File: src/logic/ubl_pkg.sv
package ubl_pkg;
    localparam int          ADDR_W       = 4;
    localparam int          DATA_W       = 8;
    localparam int          DIV_W        = 13;
    localparam int          DIV_HI_W     = 5;
    localparam int          OSR          = 16;

    localparam logic [3:0]  OFS_BDH      = 4'h0;
    localparam logic [3:0]  OFS_BDL      = 4'h1;
    localparam logic [3:0]  OFS_C1       = 4'h2;
    localparam logic [3:0]  OFS_C2       = 4'h3;

    localparam logic [7:0]  RST_BDH      = 8'h00;
    localparam logic [7:0]  RST_BDL      = 8'h04;
    localparam logic [7:0]  RST_C1       = 8'h00;
    localparam logic [7:0]  RST_C2       = 8'h00;

    localparam int          BDH_BRK_IE   = 7;
    localparam int          BDH_EDGE_IE  = 6;
    localparam int          BDH_STOP2    = 5;
    localparam int          C1_LOOP      = 7;
    localparam int          C1_FREEZE    = 6;
    localparam int          C1_RXSRC     = 5;
    localparam int          C2_TX_EN     = 3;
    localparam int          C2_RX_EN     = 2;
endpackage : ubl_pkg

File: src/logic/ubl_cfg_if.sv
`timescale 1ns/1ps
interface ubl_cfg_if;
    logic [12:0] divisor;
    logic        run;
    logic        hold;
    logic        loop_routing_select;
    logic        receiver_source_select;
    logic        tick_16x;
    logic        bit_tick;

    modport ctrl  (output divisor, run, hold, loop_routing_select, receiver_source_select,
                   input  tick_16x, bit_tick);
    modport gen   (input  divisor, run, hold, output tick_16x, bit_tick);
    modport route (input  loop_routing_select, receiver_source_select);
endinterface : ubl_cfg_if

File: src/logic/ubl_rate_gen.sv
`timescale 1ns/1ps
module ubl_rate_gen #(
    parameter int DIV_W = 13,
    parameter int OSR   = 16
) (
    input  wire logic clk,
    input  wire logic reset_n,
    ubl_cfg_if.gen    cfg
);
    logic [DIV_W-1:0]       cnt_q;
    logic [$clog2(OSR)-1:0] sub_q;
    logic                   tick_q;
    logic                   bit_q;
    logic [DIV_W:0]         gap_q;
    logic                   gap_ok_q;
    logic [DIV_W-1:0]       div_seen_q;
    wire                    wrap     = cnt_q >= (cfg.divisor - DIV_W'(1));
    wire                    sub_last = sub_q == ($clog2(OSR))'(OSR - 1);

    assign cfg.tick_16x = tick_q;
    assign cfg.bit_tick = bit_q;

    // Modulo counter, one tick per divisor period
    always_ff @(posedge clk or negedge reset_n) begin
        if (!reset_n) begin
            cnt_q  <= '0;
            sub_q  <= '0;
            tick_q <= 1'b0;
            bit_q  <= 1'b0;
        end else if (!cfg.run) begin
            cnt_q  <= '0;
            sub_q  <= '0;
            tick_q <= 1'b0;
            bit_q  <= 1'b0;
        end else if (cfg.hold) begin
            tick_q <= 1'b0;
            bit_q  <= 1'b0;
        end else begin
            cnt_q  <= wrap ? '0 : cnt_q + DIV_W'(1);
            tick_q <= wrap;
            bit_q  <= wrap && sub_last;
            sub_q  <= wrap ? sub_q + ($clog2(OSR))'(1) : sub_q;
        end
    end

    // Gap since last tick, for checking only
    always_ff @(posedge clk or negedge reset_n) begin
        if (!reset_n) begin
            gap_q      <= '0;
            gap_ok_q   <= 1'b0;
            div_seen_q <= '0;
        end else begin
            div_seen_q <= cfg.divisor;
            gap_q      <= tick_q ? (DIV_W+1)'(1) : gap_q + (DIV_W+1)'(1);
            if (!cfg.run || cfg.hold || div_seen_q != cfg.divisor)
                gap_ok_q <= 1'b0;
            else if (tick_q)
                gap_ok_q <= 1'b1;
        end
    end

    property p_tick_period;
        @(posedge clk) disable iff (!reset_n)
        (tick_q && gap_ok_q && cfg.run && !cfg.hold) |-> gap_q == {1'b0, cfg.divisor};
    endproperty
    a_tick_period: assert property (p_tick_period) else $error("tick period wrong");

    property p_freeze;
        @(posedge clk) disable iff (!reset_n)
        (cfg.run && cfg.hold) |=> ($stable(cnt_q) && !tick_q);
    endproperty
    a_freeze: assert property (p_freeze) else $error("counter moved while frozen");
endmodule : ubl_rate_gen

File: src/logic/ubl_pin_route.sv
`timescale 1ns/1ps
module ubl_pin_route (
    input  wire logic clk,
    input  wire logic reset_n,
    ubl_cfg_if.route  cfg,
    input  wire logic tx_serial,
    input  wire logic tx_drive,
    input  wire logic rxd_i,
    input  wire logic txd_i,
    output logic      txd_o,
    output logic      txd_oe,
    output logic      rx_serial
);
    wire single_wire = cfg.loop_routing_select && cfg.receiver_source_select;
    wire inner_loop  = cfg.loop_routing_select && !cfg.receiver_source_select;
    wire rx_d        = single_wire ? txd_i : (inner_loop ? tx_serial : rxd_i);
    wire oe_d        = single_wire ? tx_drive : 1'b1;

    always_ff @(posedge clk or negedge reset_n) begin
        if (!reset_n) begin
            txd_o     <= 1'b1;
            txd_oe    <= 1'b0;
            rx_serial <= 1'b1;
        end else begin
            txd_o     <= tx_serial;
            txd_oe    <= oe_d;
            rx_serial <= rx_d;
        end
    end

    property p_normal;
        @(posedge clk) disable iff (!reset_n)
        !cfg.loop_routing_select |=> (rx_serial == $past(rxd_i) && txd_oe);
    endproperty
    a_normal: assert property (p_normal) else $error("normal routing wrong");

    property p_loop;
        @(posedge clk) disable iff (!reset_n)
        inner_loop |=> (rx_serial == $past(tx_serial) && txd_oe);
    endproperty
    a_loop: assert property (p_loop) else $error("internal loop wrong");

    property p_single;
        @(posedge clk) disable iff (!reset_n)
        single_wire |=> (rx_serial == $past(txd_i) && txd_oe == $past(tx_drive));
    endproperty
    a_single: assert property (p_single) else $error("single wire wrong");
endmodule : ubl_pin_route

File: src/logic/ubl_top.sv
`timescale 1ns/1ps
// Overview of operation
// - Software writes the high divisor byte first, then the low byte, which alone loads the divisor.
// - The divisor is 13 bits, its top five bits from the low bits of the high register.
// - A zero divisor turns the rate generator off completely.
// - A divisor of 1 to 8191 gives a baud rate of the bus clock over sixteen times the divisor.
// - After reset the generator stays off until receiver or transmitter enable is written to one.
// - High register bit 7 lets the break-detect flag raise an interrupt.
// - High register bit 6 lets the receive-edge flag raise an interrupt.
// - High register bit 5 picks one or two stop bits.
// - Control bit 7 routes the transmitter output back into the receiver and ignores the rx pin.
// - Control bit 6 freezes the serial clocks while the CPU waits.
// - Control bit 5 only matters under loop routing, where it decides if the tx pin is shared.
// - Loop routing with bit 5 clear is internal loopback with the rx pin unused.
// - Loop routing with bit 5 set is single-wire mode on the tx pin.
module ubl_top #(
    parameter int DIV_W = ubl_pkg::DIV_W,
    parameter int OSR   = ubl_pkg::OSR
) (
    input  wire logic       clk,
    input  wire logic       reset_n,
    input  wire logic [3:0] reg_addr,
    input  wire logic [7:0] reg_wdata,
    input  wire logic       reg_wr,
    input  wire logic       reg_rd,
    output logic      [7:0] reg_rdata,
    input  wire logic       cpu_wait,
    input  wire logic       break_detect_flag,
    input  wire logic       rx_edge_flag,
    input  wire logic       tx_serial,
    input  wire logic       tx_drive,
    input  wire logic       rxd_i,
    input  wire logic       txd_i,
    output logic            txd_o,
    output logic            txd_oe,
    output logic            rx_serial,
    output logic            baud_tick_16x,
    output logic            baud_bit_tick,
    output logic            stop_bit_count_select,
    output logic            receiver_enable,
    output logic            transmitter_enable,
    output logic            break_irq,
    output logic            rx_edge_irq
);
    ubl_cfg_if cfg ();

    logic [7:0]       bdh_q;
    logic [DIV_W-1:0] div_q;
    logic [7:0]       c1_q;
    logic [7:0]       c2_q;
    logic             armed_q;
    logic [7:0]       rdata_q;
    logic             brk_irq_q;
    logic             edge_irq_q;

    // Address decode
    wire              wr_bdh   = reg_wr && reg_addr == ubl_pkg::OFS_BDH;
    wire              wr_bdl   = reg_wr && reg_addr == ubl_pkg::OFS_BDL;
    wire              wr_c1    = reg_wr && reg_addr == ubl_pkg::OFS_C1;
    wire              wr_c2    = reg_wr && reg_addr == ubl_pkg::OFS_C2;
    wire              arm_set  = wr_c2 &&
        (reg_wdata[ubl_pkg::C2_RX_EN] || reg_wdata[ubl_pkg::C2_TX_EN]);
    wire [DIV_W-1:0]  div_new  = {bdh_q[ubl_pkg::DIV_HI_W-1:0], reg_wdata};
    wire              div_zero = div_q == '0;

    // Read selection, unmapped reads as zero
    wire [7:0]        rd_mux   =
        (reg_addr == ubl_pkg::OFS_BDH) ? bdh_q :
        (reg_addr == ubl_pkg::OFS_BDL) ? div_q[7:0] :
        (reg_addr == ubl_pkg::OFS_C1)  ? c1_q :
        (reg_addr == ubl_pkg::OFS_C2)  ? c2_q : 8'h00;

    // Interface towards generator and router
    assign cfg.divisor                = div_q;
    assign cfg.run                    = armed_q && !div_zero;
    assign cfg.hold                   = cpu_wait && c1_q[ubl_pkg::C1_FREEZE];
    assign cfg.loop_routing_select    = c1_q[ubl_pkg::C1_LOOP];
    assign cfg.receiver_source_select = c1_q[ubl_pkg::C1_RXSRC];

    assign reg_rdata             = rdata_q;
    assign baud_tick_16x         = cfg.tick_16x;
    assign baud_bit_tick         = cfg.bit_tick;
    assign stop_bit_count_select = bdh_q[ubl_pkg::BDH_STOP2];
    assign receiver_enable       = c2_q[ubl_pkg::C2_RX_EN];
    assign transmitter_enable    = c2_q[ubl_pkg::C2_TX_EN];
    assign break_irq             = brk_irq_q;
    assign rx_edge_irq           = edge_irq_q;

    // High byte buffer and control registers
    always_ff @(posedge clk or negedge reset_n) begin
        if (!reset_n) begin
            bdh_q <= ubl_pkg::RST_BDH;
            c1_q  <= ubl_pkg::RST_C1;
            c2_q  <= ubl_pkg::RST_C2;
        end else begin
            if (wr_bdh)
                bdh_q <= reg_wdata;
            if (wr_c1)
                c1_q <= reg_wdata;
            if (wr_c2)
                c2_q <= reg_wdata;
        end
    end

    // Working divisor loads on low byte write
    always_ff @(posedge clk or negedge reset_n) begin
        if (!reset_n)
            div_q <= DIV_W'(ubl_pkg::RST_BDL);
        else if (wr_bdl)
            div_q <= div_new;
    end

    // Generator stays off until first enable
    always_ff @(posedge clk or negedge reset_n) begin
        if (!reset_n)
            armed_q <= 1'b0;
        else if (arm_set)
            armed_q <= 1'b1;
    end

    // Read data one cycle after strobe
    always_ff @(posedge clk or negedge reset_n) begin
        if (!reset_n)
            rdata_q <= 8'h00;
        else
            rdata_q <= reg_rd ? rd_mux : 8'h00;
    end

    // Interrupt requests gated by enables
    always_ff @(posedge clk or negedge reset_n) begin
        if (!reset_n) begin
            brk_irq_q  <= 1'b0;
            edge_irq_q <= 1'b0;
        end else begin
            brk_irq_q  <= break_detect_flag && bdh_q[ubl_pkg::BDH_BRK_IE];
            edge_irq_q <= rx_edge_flag && bdh_q[ubl_pkg::BDH_EDGE_IE];
        end
    end

    ubl_rate_gen #(
        .DIV_W (DIV_W),
        .OSR   (OSR)
    ) u_rate_gen (
        .clk     (clk),
        .reset_n (reset_n),
        .cfg     (cfg)
    );

    ubl_pin_route u_pin_route (
        .clk       (clk),
        .reset_n   (reset_n),
        .cfg       (cfg),
        .tx_serial (tx_serial),
        .tx_drive  (tx_drive),
        .rxd_i     (rxd_i),
        .txd_i     (txd_i),
        .txd_o     (txd_o),
        .txd_oe    (txd_oe),
        .rx_serial (rx_serial)
    );

    property p_div_load;
        @(posedge clk) disable iff (!reset_n)
        wr_bdl |=> div_q == {$past(bdh_q[4:0]), $past(reg_wdata)};
    endproperty
    a_div_load: assert property (p_div_load) else $error("divisor not loaded");

    property p_div_hold;
        @(posedge clk) disable iff (!reset_n)
        (reg_wr && reg_addr != ubl_pkg::OFS_BDL) |=> $stable(div_q);
    endproperty
    a_div_hold: assert property (p_div_hold) else $error("divisor changed early");

    property p_hi_buffer;
        @(posedge clk) disable iff (!reset_n)
        wr_bdh ##1 wr_bdl |=> div_q[12:8] == $past(reg_wdata[4:0], 2);
    endproperty
    a_hi_buffer: assert property (p_hi_buffer) else $error("high bits lost");

    property p_zero_off;
        @(posedge clk) disable iff (!reset_n)
        (div_zero && $past(div_zero)) |-> !baud_tick_16x && !baud_bit_tick;
    endproperty
    a_zero_off: assert property (p_zero_off) else $error("tick with zero divisor");

    property p_unarmed;
        @(posedge clk) disable iff (!reset_n)
        !armed_q |=> !baud_tick_16x;
    endproperty
    a_unarmed: assert property (p_unarmed) else $error("tick before enable");

    property p_arm;
        @(posedge clk) disable iff (!reset_n)
        arm_set |=> armed_q ##1 armed_q;
    endproperty
    a_arm: assert property (p_arm) else $error("enable did not arm");

    property p_brk_irq;
        @(posedge clk) disable iff (!reset_n)
        (break_detect_flag && bdh_q[7]) |=> break_irq;
    endproperty
    a_brk_irq: assert property (p_brk_irq) else $error("break irq missing");

    property p_brk_mask;
        @(posedge clk) disable iff (!reset_n)
        !bdh_q[7] |=> !break_irq;
    endproperty
    a_brk_mask: assert property (p_brk_mask) else $error("break irq not masked");

    property p_edge_irq;
        @(posedge clk) disable iff (!reset_n)
        ##1 rx_edge_irq == $past(rx_edge_flag && bdh_q[6]);
    endproperty
    a_edge_irq: assert property (p_edge_irq) else $error("edge irq wrong");

    property p_stop;
        @(posedge clk) disable iff (!reset_n)
        wr_bdh |=> stop_bit_count_select == $past(reg_wdata[5]);
    endproperty
    a_stop: assert property (p_stop) else $error("stop select wrong");

    property p_bit_tick;
        @(posedge clk) disable iff (!reset_n)
        baud_bit_tick |-> baud_tick_16x;
    endproperty
    a_bit_tick: assert property (p_bit_tick) else $error("bit tick off grid");

    property p_rdata;
        @(posedge clk) disable iff (!reset_n)
        (reg_rd && reg_addr == ubl_pkg::OFS_C1) |=> reg_rdata == $past(c1_q);
    endproperty
    a_rdata: assert property (p_rdata) else $error("read data wrong");

    property p_div_read;
        @(posedge clk) disable iff (!reset_n)
        (reg_rd && reg_addr == ubl_pkg::OFS_BDL) |=> reg_rdata == $past(div_q[7:0]);
    endproperty
    a_div_read: assert property (p_div_read) else $error("low byte read wrong");

    property p_zero_tick;
        @(posedge clk) disable iff (!reset_n)
        div_zero |=> !baud_tick_16x;
    endproperty
    a_zero_tick: assert property (p_zero_tick) else $error("tick after zero divisor");

    property p_unarmed_bit;
        @(posedge clk) disable iff (!reset_n)
        !armed_q |=> !baud_bit_tick;
    endproperty
    a_unarmed_bit: assert property (p_unarmed_bit) else $error("bit tick before enable");

    property p_arm_sticky;
        @(posedge clk) disable iff (!reset_n)
        armed_q |=> armed_q;
    endproperty
    a_arm_sticky: assert property (p_arm_sticky) else $error("generator disarmed");

    property p_no_freeze;
        @(posedge clk) disable iff (!reset_n)
        !c1_q[ubl_pkg::C1_FREEZE] |-> !cfg.hold;
    endproperty
    a_no_freeze: assert property (p_no_freeze) else $error("frozen without select");

    property p_stop_keep;
        @(posedge clk) disable iff (!reset_n)
        !wr_bdh |=> $stable(stop_bit_count_select);
    endproperty
    a_stop_keep: assert property (p_stop_keep) else $error("stop select drifted");

    property p_edge_on;
        @(posedge clk) disable iff (!reset_n)
        (rx_edge_flag && bdh_q[ubl_pkg::BDH_EDGE_IE]) |=> rx_edge_irq;
    endproperty
    a_edge_on: assert property (p_edge_on) else $error("edge irq missing");

    property p_edge_mask;
        @(posedge clk) disable iff (!reset_n)
        !bdh_q[ubl_pkg::BDH_EDGE_IE] |=> !rx_edge_irq;
    endproperty
    a_edge_mask: assert property (p_edge_mask) else $error("edge irq not masked");

    property p_brk_idle;
        @(posedge clk) disable iff (!reset_n)
        !break_detect_flag |=> !break_irq;
    endproperty
    a_brk_idle: assert property (p_brk_idle) else $error("break irq without flag");

    property p_loop_sel;
        @(posedge clk) disable iff (!reset_n)
        wr_c1 |=> cfg.loop_routing_select == $past(reg_wdata[ubl_pkg::C1_LOOP]);
    endproperty
    a_loop_sel: assert property (p_loop_sel) else $error("loop select wrong");

    property p_src_sel;
        @(posedge clk) disable iff (!reset_n)
        wr_c1 |=> cfg.receiver_source_select == $past(reg_wdata[ubl_pkg::C1_RXSRC]);
    endproperty
    a_src_sel: assert property (p_src_sel) else $error("source select wrong");

    property p_bdh_read;
        @(posedge clk) disable iff (!reset_n)
        (reg_rd && reg_addr == ubl_pkg::OFS_BDH) |=> reg_rdata == $past(bdh_q);
    endproperty
    a_bdh_read: assert property (p_bdh_read) else $error("high byte read wrong");
endmodule : ubl_top

File: config.mk
export PLATFORM = sky130hd
export DESIGN_NAME = ubl_top
export DESIGN_NICKNAME = d
export VERILOG_FILES = /design/src/logic/ubl_pkg.sv /design/src/logic/ubl_cfg_if.sv /design/src/logic/ubl_rate_gen.sv /design/src/logic/ubl_pin_route.sv /design/src/logic/ubl_top.sv
export SDC_FILE = /design/constraint.sdc
export NUM_CORES = 1
export LEC_CHECK = 0
export BUFFER_PORTS_ARGS = -buffer_cell sky130_fd_sc_hd__buf_4
export CORE_MARGIN = 5
export CORE_UTILIZATION = 60
export CTS_BUF_LIST = sky130_fd_sc_hd__clkbuf_8
export CTS_CLUSTER_DIAMETER = 80
export DETAILED_ROUTE_END_ITERATION = 6
export PLACE_DENSITY = 0.79
export SLEW_MARGIN = 20
export SYNTH_ARGS = -nofsm -noshare
export SYNTH_HDL_FRONTEND = slang
export SYNTH_SLANG_ARGS = --single-unit
File: constraint.sdc
create_clock -name clk -period 4.45 [get_ports clk]
set_input_delay 0.2225 -clock clk [delete_from_list [all_inputs] [get_ports clk]]
set_output_delay 0.2225 -clock clk [all_outputs]
set_load 0.02 [all_outputs]
==> results of run 1 <==
==> worst register-to-register path, delay by kind of cell, from the launching register on <==
family,cells,cell delay [ps]
adder cells (fa/ha/maj),2,440
buffers and inverters,1,100
AO/OA/AOI/OAI,4,970
flip-flops,1,390
AND/OR/NAND/NOR,5,1670
==> placed cells by master, fill, tap and decap left out, types with 3 or more instances in the layout <==
cell type | synthesis | final
clkbuf_8 | 0 | 9
o211ai_1 | 4 | 4
dfrtp_1 | 67 | 67
ha_1 | 16 | 16
nand3_1 | 8 | 8
buf_4 | 0 | 40
o21ai_0 | 7 | 7
and3_1 | 3 | 3
inv_1 | 4 | 5
a21oi_1 | 10 | 10
xor2_1 | 11 | 11
xnor2_1 | 10 | 10
mux2i_1 | 9 | 9
o2111ai_1 | 3 | 3
and2_1 | 4 | 4
nand2b_1 | 5 | 5
nand4_1 | 6 | 6
o221ai_1 | 7 | 7
mux2_2 | 38 | 38
or2_2 | 3 | 3
nor2_1 | 33 | 32
nor3_1 | 6 | 6
nand2_1 | 21 | 21
dfstp_2 | 3 | 3
==> final cells by class <==
cell class              count  area (µm²)  area share (%)
multi-input cells         229        1747           42.39
inverters                   4       15.01          0.3644
well taps                  75       93.84           2.278
clock inverters             7       75.07           1.822
clock buffers               9       123.9           3.006
flip-flops and latches     70        1755           42.61
repair buffers             41       310.3           7.531
==> cells by family after synthesis <==
| group | after synthesis | share of synthesized area (%) |
|---|---|---|
| XOR/XNOR | 21 | 5.143 |
| AND/OR/NAND/NOR | 105 | 15.08 |
| multiplexers | 47 | 14.49 |
| adder cells (fa/ha/maj) | 16 | 5.598 |
| AO/OA/AOI/OAI | 40 | 8.468 |
| buffers and inverters | 14 | 2.134 |
| flip-flops | 70 | 49.09 |
==> sequential cells by signal, indices dropped and copies added (netlist names) <==
register                 count
armed_q                      1
bdh_q                        8
break_irq                    1
c1_q                         8
c2_q                         8
cfg.divisor                 13
reg_rdata                    8
rx_edge_irq                  1
u_pin_route.rx_serial        1
u_pin_route.txd_o            1
u_pin_route.txd_oe           1
u_rate_gen.cfg.bit_tick      1
u_rate_gen.cfg.tick_16x      1
u_rate_gen.cnt_q            13
u_rate_gen.sub_q             4
==> power by group through the flow <==
stage | Clock (mW) | Sequential, mW | Combinational (mW)
CTS | 0.517 | 0.852 | 0.467
global route | 0.544 | 0.868 | 0.523
floorplan | 0 | 0.850 | 0.336
finish | 0.508 | 0.854 | 0.462
detailed placement | 0 | 0.863 | 0.462
global placement | 0 | 0.856 | 0.446
==> stage by stage <==
step           setup slack [ps]  util (%)
6_report                  802.8     70.42
5_1_grt                   479.4     70.42
4_1_cts                   811.0     70.38
3_5_place_dp              831.0     66.81
3_3_place_gp              973.1     66.81
2_1_floorplan              1250         -
==> metal layers <==
metal / up-vias / track usage [%] / routed length [µm]
met5: - / 0 / 0
met4: 0 / 9.344 / 161
met3: 16 / 3.784 / 285
met2: 58 / 33.82 / 3738
met1: 1279 / 28.81 / 3338
li1: 1216 / - / -
==> cell usage after synthesis, types with 2 or more instances <==
| library cell | n |
|---|---|
| nor3_1 | 6 |
| nor2_1 | 33 |
| and4_1 | 2 |
| or2_2 | 3 |
| o211ai_1 | 4 |
| dfrtp_1 | 67 |
| o21ai_0 | 7 |
| nand2b_1 | 5 |
| a211oi_1 | 2 |
| clkbuf_1 | 5 |
| nor4_1 | 2 |
| o221ai_1 | 7 |
| dfstp_2 | 3 |
| and3_1 | 3 |
| xnor2_1 | 10 |
| and2_1 | 4 |
| nand2_1 | 21 |
| ha_1 | 16 |
| a21oi_1 | 10 |
| inv_1 | 4 |
| nand4_1 | 6 |
| mux2i_1 | 9 |
| o2111ai_1 | 3 |
| mux2_2 | 38 |
| xor2_1 | 11 |
| buf_6 | 3 |
| nand3_1 | 8 |
==> worst max path at each step <==
| stage | start | end |
|---|---|---|
| after floorplan | cfg.divisor[0] | u_rate_gen.cnt_q[11] |
| after global routing | cfg.divisor[0] | u_rate_gen.cnt_q[11] |
| after CTS | cfg.divisor[0] | u_rate_gen.cnt_q[5] |
| final | cfg.divisor[0] | u_rate_gen.cnt_q[5] |
| after detailed placement | cfg.divisor[0] | u_rate_gen.cnt_q[5] |
| after global placement | cfg.divisor[0] | u_rate_gen.cnt_q[10] |
==> results.md, run 1 <==
* Hold Crit Class: in -> async
* Nets at 394
* Vias per cell at 5.906
* Area grow syn2layout at 15.22%
* First drt pass iteration count at 4
* Placed cell count at 418
* Sw Share at 32.80%
* Top FF cell, synth: dfrtp_1
* FF-to-FF path depth at 12
* Area fraction of the dominant cell type after synthesis at 46.89%
* Largest area contributor in the synthesized netlist: dfrtp_1
* Diode count at 0
* P_leak at 1.904 nW
* Fin area at 4120 µm²
* Buffers and inverters on the worst path at 1
* Max Slew Vio Count at 0
* Clock power frac at 27.9%
* Post-Syn Instances at 313
* Worst Tran Pin Value at 863.8 ps
* Final Setup Violations at 0
* Setup TNS Final at 0 ps
* Fin cells at 435
* Mapped Nets at 352
* TritonCTS clock tree: built
* Placer Congestion at 0.8828
* Pwr dens at 442.8 nW/µm²
* Post-route ant nets at 0
* Fmax at 0.2742 GHz
* Ports at 41
* Total number of vias at 2,569
* Net Sw Power at 0.5984 mW
* Post-CTS Repair Setup Buffers at 0
* Fillers at 439
* Largest net degree at the start of global routing at 71
* Asr flop ratio synth at 100.0%
* Status: finished, violations left
* Overall power at 1.824 mW
* Synth cell types at 48
* Fin crit share at 81.96%
* Synth Cell Area at 3576 µm²
* RSZ-0062 raised after global routing: false
* Clock-pin slew on the worst setup and hold paths at 70 ps
* Worst setup SP type: flop
* Seq/Total Area, Yosys at 49.09%
* Max VDD drop at 0.2960 mV
* Sink Count at 70
* Die area at 7604 µm²
* Violated checks: hold timing
* PortBufs at 40
* Hold WS at -33.76 ps
* Setup crit end kind: flop
* Min cycle time layout at 3647 ps
* Int Power at 1.226 mW
* Overflow left after global routing at 0
* DRC at 0
* Levels on crit path at 12
* Ys Warns at 0
* HPWL after DPL at 5.354 mm
* Worst clock skew at 11.55 ps
* Layout cell share with drive strength beyond 1 at 30.28%
* Avg Cell Area, Syn at 11.42 µm²
* CTS Buffer Depth at 2
* Largest stage delay on the critical path at 560 ps
* Max Cap Viol at 0
* Skew-Pair Late Insertion Delay at 360 ps
* Clk root buf: clkbuf_8
* CP Max Fanout at 11
* Critical path, cell by cell: inv_1 > ha_1 > or3b_2 > or3_1 > o41a_1 > nor2_1 > ha_1 > a21oi_1 > o21ai_0 > a22oi_1 > nand3_1 > nor2_1
* Cell family with most CP delay: simple AND/OR/NAND/NOR gates
* Drt first-iter violations at 122
* Critical Path RT at 4730 ps
* Post-CTS Hold Fix Bufs at 1
* FP Rows at 28
* CP max-delay cell: or3b_2
* Die height at 87.20 µm
* Post-synth EDFFs at 0
* Starting Density at 61.12%
* Cells taking the most area after synthesis: dfrtp_1, mux2_2, ha_1
* Worst path arrival time at 3920 ps
* Comb pwr share at 25.3%
* Reg-to-reg endpoint: u_rate_gen.cnt_q[5]
* Hold Fails Final Rpt at 34
* Cts repair resizes at 0
* GRT Total Usage at 21.34%
* H-Tree Depth at 3
* Relative slew slack at 42.41%
* Die Wd at 87.20 µm
* Synth Register Bits at 70
* Setup CP Type: reg -> reg
* Sequential share of power at 46.8%
* Core ar. at 5851 µm²
* Worst R2R Setup Slack at 800 ps
* Reg2reg start: cfg.divisor[0]
* Initial antenna violation count at 0
* First-pass GRT wire length at 12.24 mm
* TritonCTS Buffers at 9
* Cell Area, Placed at 3909 µm²
* Final WL at 7.524 mm
* Vias in the first global route at 2,535
* Drt wl/cell at 17.30 µm
No activity file was read; power rests on OpenSTA's default activity.
==> run 2, diff against run 1 <==
--- a/config.mk
+++ b/config.mk
@@ -5,9 +5,10 @@
 export SDC_FILE = /design/constraint.sdc
 export NUM_CORES = 1
 export LEC_CHECK = 0
+export ABC_AREA = 1
 export BUFFER_PORTS_ARGS = -buffer_cell sky130_fd_sc_hd__buf_4
 export CORE_MARGIN = 5
-export CORE_UTILIZATION = 60
+export CORE_UTILIZATION = 61
 export CTS_BUF_LIST = sky130_fd_sc_hd__clkbuf_8
 export CTS_CLUSTER_DIAMETER = 80
 export DETAILED_ROUTE_END_ITERATION = 6
==> constraint.sdc (replaced) <==
create_clock -name clk -period 3.7 [get_ports clk]
set_input_delay 0.185 -clock clk [delete_from_list [all_inputs] [get_ports clk]]
set_output_delay 0.185 -clock clk [all_outputs]
set_load 0.02 [all_outputs]
==> run 2 against run 1 <==
Net effect: the run now ends clean; synthesized cell count up 49%; global-route usage up 3.9 points; cell count up 36%; largest cell class unchanged; count of clock-buffer cells in the layout up 2; critical path type unchanged; wire length up 14%.
==> results.md, run 2 <==
* Status: finished, final reports clean
* Largest net degree at the start of global routing at 71 (unchanged)
* Initial antenna violation count at 0 (unchanged)
* Placed cell count at 572 (+37%)
* Placer Congestion at 0.9143 (+3.6%)
* Top FF cell, synth: dfrtp_1
* Reg-to-reg endpoint: u_rate_gen.cnt_q[4]
* Buffers and inverters on the worst path at 4 (+3)
* Largest area contributor in the synthesized netlist: dfrtp_1
* Core ar. at 5991 µm² (+2.4%)
* Post-synth EDFFs at 0 (unchanged)
* RSZ-0062 raised after global routing: false
* Layout cell share with drive strength beyond 1 at 17.48% (-13 points)
* Die height at 88.79 µm (+1.8%)
* Synth cell types at 33 (-31%)
* Wire length on met1 at 3.571 mm (+7.0%)
* Met2 wire len at 4.280 mm (+14%)
* Cells taking the most area after synthesis: dfrtp_1, nand2_1, ha_1
* Asr flop ratio synth at 100.0% (unchanged)
* Fin cells at 590 (+36%)
* Hold Fails Final Rpt at 0 (-100%)
* H-Tree Depth at 3 (unchanged)
* P_leak at 2.293 nW (+20%)
* Starting Density at 63.20% (+2.1 points)
* GRT Total Usage at 25.24% (+3.9 points)
* Largest stage delay on the critical path at 430 ps (-130 ps)
* Most frequent cell after synthesis: nand2_1
* Max VDD drop at 0.3704 mV (+25%)
* Synth Cell Area at 3786 µm² (+5.9%)
* Min cycle time layout at 2601 ps (-1046 ps)
* Nets at 549 (+39%)
* Hold Crit Start: rx_edge_flag
* Worst Tran Pin Value at 875.2 ps (+11.43 ps)
* Max Slew Vio Count at 0 (unchanged)
* Fmax at 0.3845 GHz (+40%)
* Final Setup Violations at 0 (unchanged)
* Fin area at 4389 µm² (+6.5%)
* Fillers at 448 (+2.1%)
* Worst clock skew at 8.891 ps (-2.664 ps)
* Cell Area, Placed at 4113 µm² (+5.2%)
* Max Cap Viol at 0 (unchanged)
* CP max-delay cell: dfrtp_1
* Worst R2R Setup Slack at 1100 ps (+300 ps)
* Overall power at 2.326 mW (+27%)
* CTS Buffer Depth at 2 (unchanged)
* Overflow left after global routing at 0 (unchanged)
* Post-CTS Repair Setup Buffers at 0 (unchanged)
* Avg Cell Area, Syn at 8.125 µm² (-29%)
* Area grow syn2layout at 15.93%
* Worst setup SP type: flop
* Vias in the first global route at 3,330 (+31%)
* Top Layer Used: met4
* Total number of vias at 3,236 (+26%)
* Critical Path RT at 3990 ps (-740 ps)
* Post-route ant nets at 0 (unchanged)
* Relative slew slack at 41.65% (-0.76 points)
* FF-to-FF path depth at 15 (+3)
* Pwr dens at 529.9 nW/µm² (+20%)
* Seq/Total Area, Yosys at 46.36% (-2.7 points)
* Ports at 41 (unchanged)
* Clock-pin slew on the worst setup and hold paths at 80 ps (about the same)
* Die area at 7883 µm² (+3.7%)
* Routed wl met3 at 504 µm (+77%)
* Ys Warns at 0 (unchanged)
* TritonCTS Buffers at 9 (unchanged)
* Setup CP Type: reg -> reg
* DRC at 0 (unchanged)
* Clk root buf: clkbuf_8
* Commonest non-fill, non-tap cell in the layout: nand2_1
* First-pass GRT wire length at 15.26 mm (+25%)
* Most frequent cells in the layout: nand2_1, dfrtp_1, inv_1
* Post-layout util at 73.27% (+2.8 points)
* Reg2reg start: cfg.divisor[5]
* Hold Crit Class: in -> reg
* Mapped Nets at 505 (+43%)
* CP Max Fanout at 9 (-2)
* FP Rows at 28 (unchanged)
* Skew-Pair Late Insertion Delay at 360 ps (about the same)
* Setup crit end kind: flop
* TritonCTS clock tree: built
* Final WL at 8.541 mm (+14%)
* Fin crit share at 70.29% (-12 points)
* Setup TNS Final at 0 ps (unchanged)
* HPWL after DPL at 6.006 mm (+12%)
* Worst Hold End: rx_edge_irq
* Worst path arrival time at 2890 ps (-1030 ps)
* Commonest cells in the netlist: nand2_1, dfrtp_1, inv_1, nor2_1, o21ai_0
* Drt wl/cell at 14.48 µm (-16%)
* Area fraction of the dominant cell type after synthesis at 44.28% (-2.6 points)
* Synth Register Bits at 70 (unchanged)
* Diode count at 0 (unchanged)
* Vias per cell at 5.485 (-7.1%)
* Cell family with most CP delay: simple AND/OR/NAND/NOR gates
* Die Wd at 88.79 µm (+1.8%)
* Sink Count at 70 (unchanged)
* First drt pass iteration count at 5 (+1)
* PortBufs at 40 (unchanged)
* Drt first-iter violations at 171 (+40%)
* Post-Syn Instances at 466 (+49%)
* Critical path, cell by cell: or2_2 > nor3_2 > nand3_1 > xnor2_1 > inv_1 > ha_1 > nand2_1 > inv_1 > nand3_1 > inv_1 > a21oi_1 > nand3_1 > nand2_2 > inv_2 > nor2_1
* Worst Hold Path Cells at 3
[run 2: how the worst max path moves through the flow]
stage	start	end	slack, ps	cells after the start
2_1_floorplan	cfg.divisor[5]	u_rate_gen.cnt_q[0]	1400	15
3_3_place_gp	cfg.divisor[5]	u_rate_gen.cnt_q[7]	1240	15
3_5_place_dp	cfg.divisor[5]	u_rate_gen.cnt_q[4]	1080	15
4_1_cts	cfg.divisor[5]	u_rate_gen.cnt_q[4]	1070	15
5_1_grt	cfg.divisor[0]	u_rate_gen.cnt_q[0]	810	17
6_report	cfg.divisor[5]	u_rate_gen.cnt_q[4]	1100	15
[run 2: cell families after synthesis]
logic type,count (synthesis),synth area share (%)
and+or+nand+nor,227,26.21
AOI/OAI and AO/OA,70,10.44
DFF,70,46.37
buffers and inverters,66,7.435
adders and majority gates,16,5.287
xor gates and xnor gates,15,3.470
muxes,2,0.7932
[run 2: where the power goes]
group          switching [mW]  internal, mW
combinational           0.324         0.220
sequential              0.111         0.885
clock                   0.303         0.484
total                   0.737          1.59
[run 2: repair_timing]
item                                   in CTS  in global routing
resized for setup                           0                  0
endpoints found under the hold margin      68                  0
hold buffers                                2                  0
[run 2: layout make-up]
cell class | count | area (µm²) | share of cell area (%)
Sequential cell | 70 | 1755 | 39.99
Clock inverter | 5 | 105.1 | 2.395
Clock buffer | 11 | 151.4 | 3.449
Tap cell | 75 | 93.84 | 2.138
Multi-Input combinational cell | 330 | 1749 | 39.85
Inverter | 57 | 214.0 | 4.875
Timing Repair Buffer | 42 | 320.3 | 7.298
[run 2: routing by layer]
metal,up-vias,track usage [%]
met5,-,0
met4,0,10.03
met3,21,6.331
met2,102,41.23
met1,1542,32.21
li1,1571,-
[run 2: stage by stage]
stage               hold WS, ps  worst slack [ps]
floorplan                -110.6              1400
global placement          303.1              1242
detailed placement        304.5              1080
CTS                       3.544              1068
global route              19.45             811.0
finish                    9.896              1099
[run 2: worst min-delay path, stage by stage]
cell	delay, ps
buf_4	70
nand2_1	40
inv_1	40
==> run 3, diff against run 2 <==
--- a/config.mk
+++ b/config.mk
@@ -5,10 +5,10 @@
 export SDC_FILE = /design/constraint.sdc
 export NUM_CORES = 1
 export LEC_CHECK = 0
-export ABC_AREA = 1
+export ABC_AREA = 0
 export BUFFER_PORTS_ARGS = -buffer_cell sky130_fd_sc_hd__buf_4
 export CORE_MARGIN = 5
-export CORE_UTILIZATION = 61
+export CORE_UTILIZATION = 60
 export CTS_BUF_LIST = sky130_fd_sc_hd__clkbuf_8
 export CTS_CLUSTER_DIAMETER = 80
 export DETAILED_ROUTE_END_ITERATION = 6
==> constraint.sdc (replaced) <==
create_clock -name clk -period 2.5 [get_ports clk]
set_input_delay 0.125 -clock clk [delete_from_list [all_inputs] [get_ports clk]]
set_output_delay 0.125 -clock clk [all_outputs]
set_load 0.02 [all_outputs]
==> run 3 against run 2 <==
Net effect: the run now ends with setup timing left; wire length is 1.3% lower; critical path depth is 2 lower; non-clock buffer count is 32 higher; worst setup slack got worse by 1700 ps; highest routed layer unchanged; sequential power is 48% higher.
==> results.md, run 3 (synthesized netlist as in run 1, its figures left out) <==
* TritonCTS clock tree: built
* Worst clock skew at 10.24 ps (+1.346 ps)
* Vias in the first global route at 2,879 (-14%)
* Met2 usage at 42.58% (+1.4 points)
* CP max-delay cell: dfrtp_1
* Crit path launch: cfg.divisor[1]
* Max Cap Viol at 0 (unchanged)
* Fin crit share at 122.4% (+52 points)
* Worst setup SP type: flop
* Commonest non-fill, non-tap cell in the layout: buf_4
* Worst Tran Pin Value at 870.9 ps (-4.295 ps)
* Final WL at 8.432 mm (-1.3%)
* HPWL after DPL at 5.927 mm (-1.3%)
* Reg2reg start: cfg.divisor[1]
* Sink Count at 70 (unchanged)
* CTS Buffer Depth at 2 (unchanged)
* PnR worst setup slack at -558.9 ps (-1658 ps)
* Most frequent cells in the layout: buf_4, dfrtp_1, mux2_2
* PortBufs at 40 (unchanged)
* Layout cell share with drive strength beyond 1 at 39.69% (+22 points)
* Critical path, cell by cell: inv_2 > ha_4 > or3b_4 > or3_4 > o41a_1 > nor2_1 > ha_1 > nand4_1 > nor3_2 > nand4_1 > nand3_2 > buf_12 > nor2_1
* Hold Fails Final Rpt at 0 (unchanged)
* Hold Crit Class: in -> reg
* Worst R2R Setup Slack at -560 ps (-1660 ps)
* CP endpoint: u_rate_gen.cnt_q[8]
* Diode count at 0 (unchanged)
* Clk root buf: clkbuf_8
* Setup TNS Final at -9905 ps (-9905 ps)
* Setup CP Type: reg -> reg
* Fmax at 0.3269 GHz (-15%)
* Area grow syn2layout at 25.75%
* First drt pass iteration count at 4 (-1)
* Global routing usage on met3 at 3.595% (-2.7 points)
* Total number of vias at 2,730 (-16%)
* GRT Total Usage at 24.20% (-1.0 points)
* TritonCTS Buffers at 9 (unchanged)
* DRC at 0 (unchanged)
* Violated checks: setup timing
* Global-route met1 utilization at 29.71% (-2.5 points)
* Status: finished, violations left
* Placer Congestion at 0.8892 (-2.7%)
* Pwr dens at 815.2 nW/µm² (+54%)
* P_leak at 2.090 nW (-8.9%)
* Max VDD drop at 0.5471 mV (+48%)
* Die height at 87.20 µm (-1.8%)
* FP Rows at 28 (unchanged)
* FF-to-FF path depth at 13 (-2)
* Clock-pin slew on the worst setup and hold paths at 80 ps (about the same)
* Skew-Pair Late Insertion Delay at 350 ps (about the same)
* Vias per cell at 5.833 (+6.4%)
* Die area at 7604 µm² (-3.5%)
* Final Setup Violations at 19 (+19)
* CP Max Fanout at 11 (+2)
* Ports at 41 (unchanged)
* Worst slack, placed at -563.3 ps (-1643 ps)
* Drt first-iter violations at 174 (+1.8%)
* Post-layout util at 76.86% (+3.6 points)
* Relative slew slack at 41.94% (+0.29 points)
* Reg-to-reg endpoint: u_rate_gen.cnt_q[8]
* Min cycle time layout at 3059 ps (+458.2 ps)
* Largest stage delay on the critical path at 400 ps (-30 ps)
* Largest net degree at the start of global routing at 71 (unchanged)
* Worst path arrival time at 3290 ps (+400 ps)
* Die Wd at 87.20 µm (-1.8%)
* Fillers at 376 (-16%)
* Starting Density at 61.12% (-2.1 points)
* Core ar. at 5851 µm² (-2.3%)
* RSZ-0062 raised after global routing: true
* Post-route ant nets at 0 (unchanged)
* Drt wl/cell at 18.02 µm (+24%)
* First-pass GRT wire length at 14.11 mm (-7.5%)
* Setup crit end kind: flop
* GR peak layer: met2
* Nets at 427 (-22%)
* Critical Path RT at 2730 ps (-1260 ps)
* H-Tree Depth at 3 (unchanged)
* Overflow left after global routing at 0 (unchanged)
* Max Slew Vio Count at 0 (unchanged)
* Initial antenna violation count at 0 (unchanged)
run 3: per-stage QoR:
step | hold slack (ps) | cell area [µm²] | power, mW | instances
after detailed placement | 250.6 | 4156 | 2.572 | 446
after floorplan | -170.6 | 3607 | 2.138 | 313
after global placement | 244.4 | 4156 | 2.512 | 446
final | 9.873 | 4497 | 3.666 | 468
after global routing | 13.32 | 4497 | 3.857 | 468
after CTS | 6.890 | 4461 | 3.640 | 467
run 3: layout make-up:
| cell class | count | area [µm²] | area share [%] |
|---|---|---|---|
| repair buffers | 74 | 580.6 | 12.91 |
| well taps | 75 | 93.84 | 2.087 |
| flip-flops and latches | 70 | 1755 | 39.04 |
| inverters | 4 | 15.01 | 0.3339 |
| clock inverters | 7 | 105.1 | 2.337 |
| clock buffers | 9 | 123.9 | 2.755 |
| multi-input cells | 229 | 1823 | 40.54 |
run 3: worst min-delay path by stage:
stage,start,end,slack [ps],cells after the start
floorplan,reset_n,armed_q,-170,0
CTS,break_detect_flag,break_irq,7,2
finish,break_detect_flag,break_irq,10,2
global placement,tx_serial,u_pin_route.txd_o,240,1
global route,break_detect_flag,break_irq,10,2
detailed placement,tx_serial,u_pin_route.txd_o,250,1
run 3: critical path: cells and delay by family, from the launching register on:
family / cells / cell delay [ps]
adders and majority gates: 2 / 310
and+or+nand+nor: 8 / 1700
AOI/OAI and AO/OA: 1 / 320
buffers and inverters: 2 / 220
DFF: 1 / 400
run 3: what timing repair did:
| item | in CTS | in global routing |
|---|---|---|
| endpoints found under the setup margin | 19 | 19 |
| buffers inserted | 0 | 1 |
| gates resized for setup | 7 | 6 |
| hold buffers | 5 | 0 |
| hold endpoints to repair | 71 | 0 |
| pin swaps | 7 | 2 |
run 3: metal layers:
metal | wire length (µm) | part of all wire (%)
met5 | 0 | 0
met2 | 4308 | 51
met4 | 152 | 1.8
met3 | 453 | 5.4
met1 | 3517 | 42
run 3: power by group:
| part | leakage (nW) | switching, mW | total (mW) | internal, mW |
|---|---|---|---|---|
| combinational | 1.08 | 0.582 | 1.14 | 0.562 |
| clock | 0.112 | 0.478 | 1.06 | 0.577 |
| sequential | 0.895 | 0.143 | 1.47 | 1.32 |
| total | 2.09 | 1.20 | 3.67 | 2.46 |
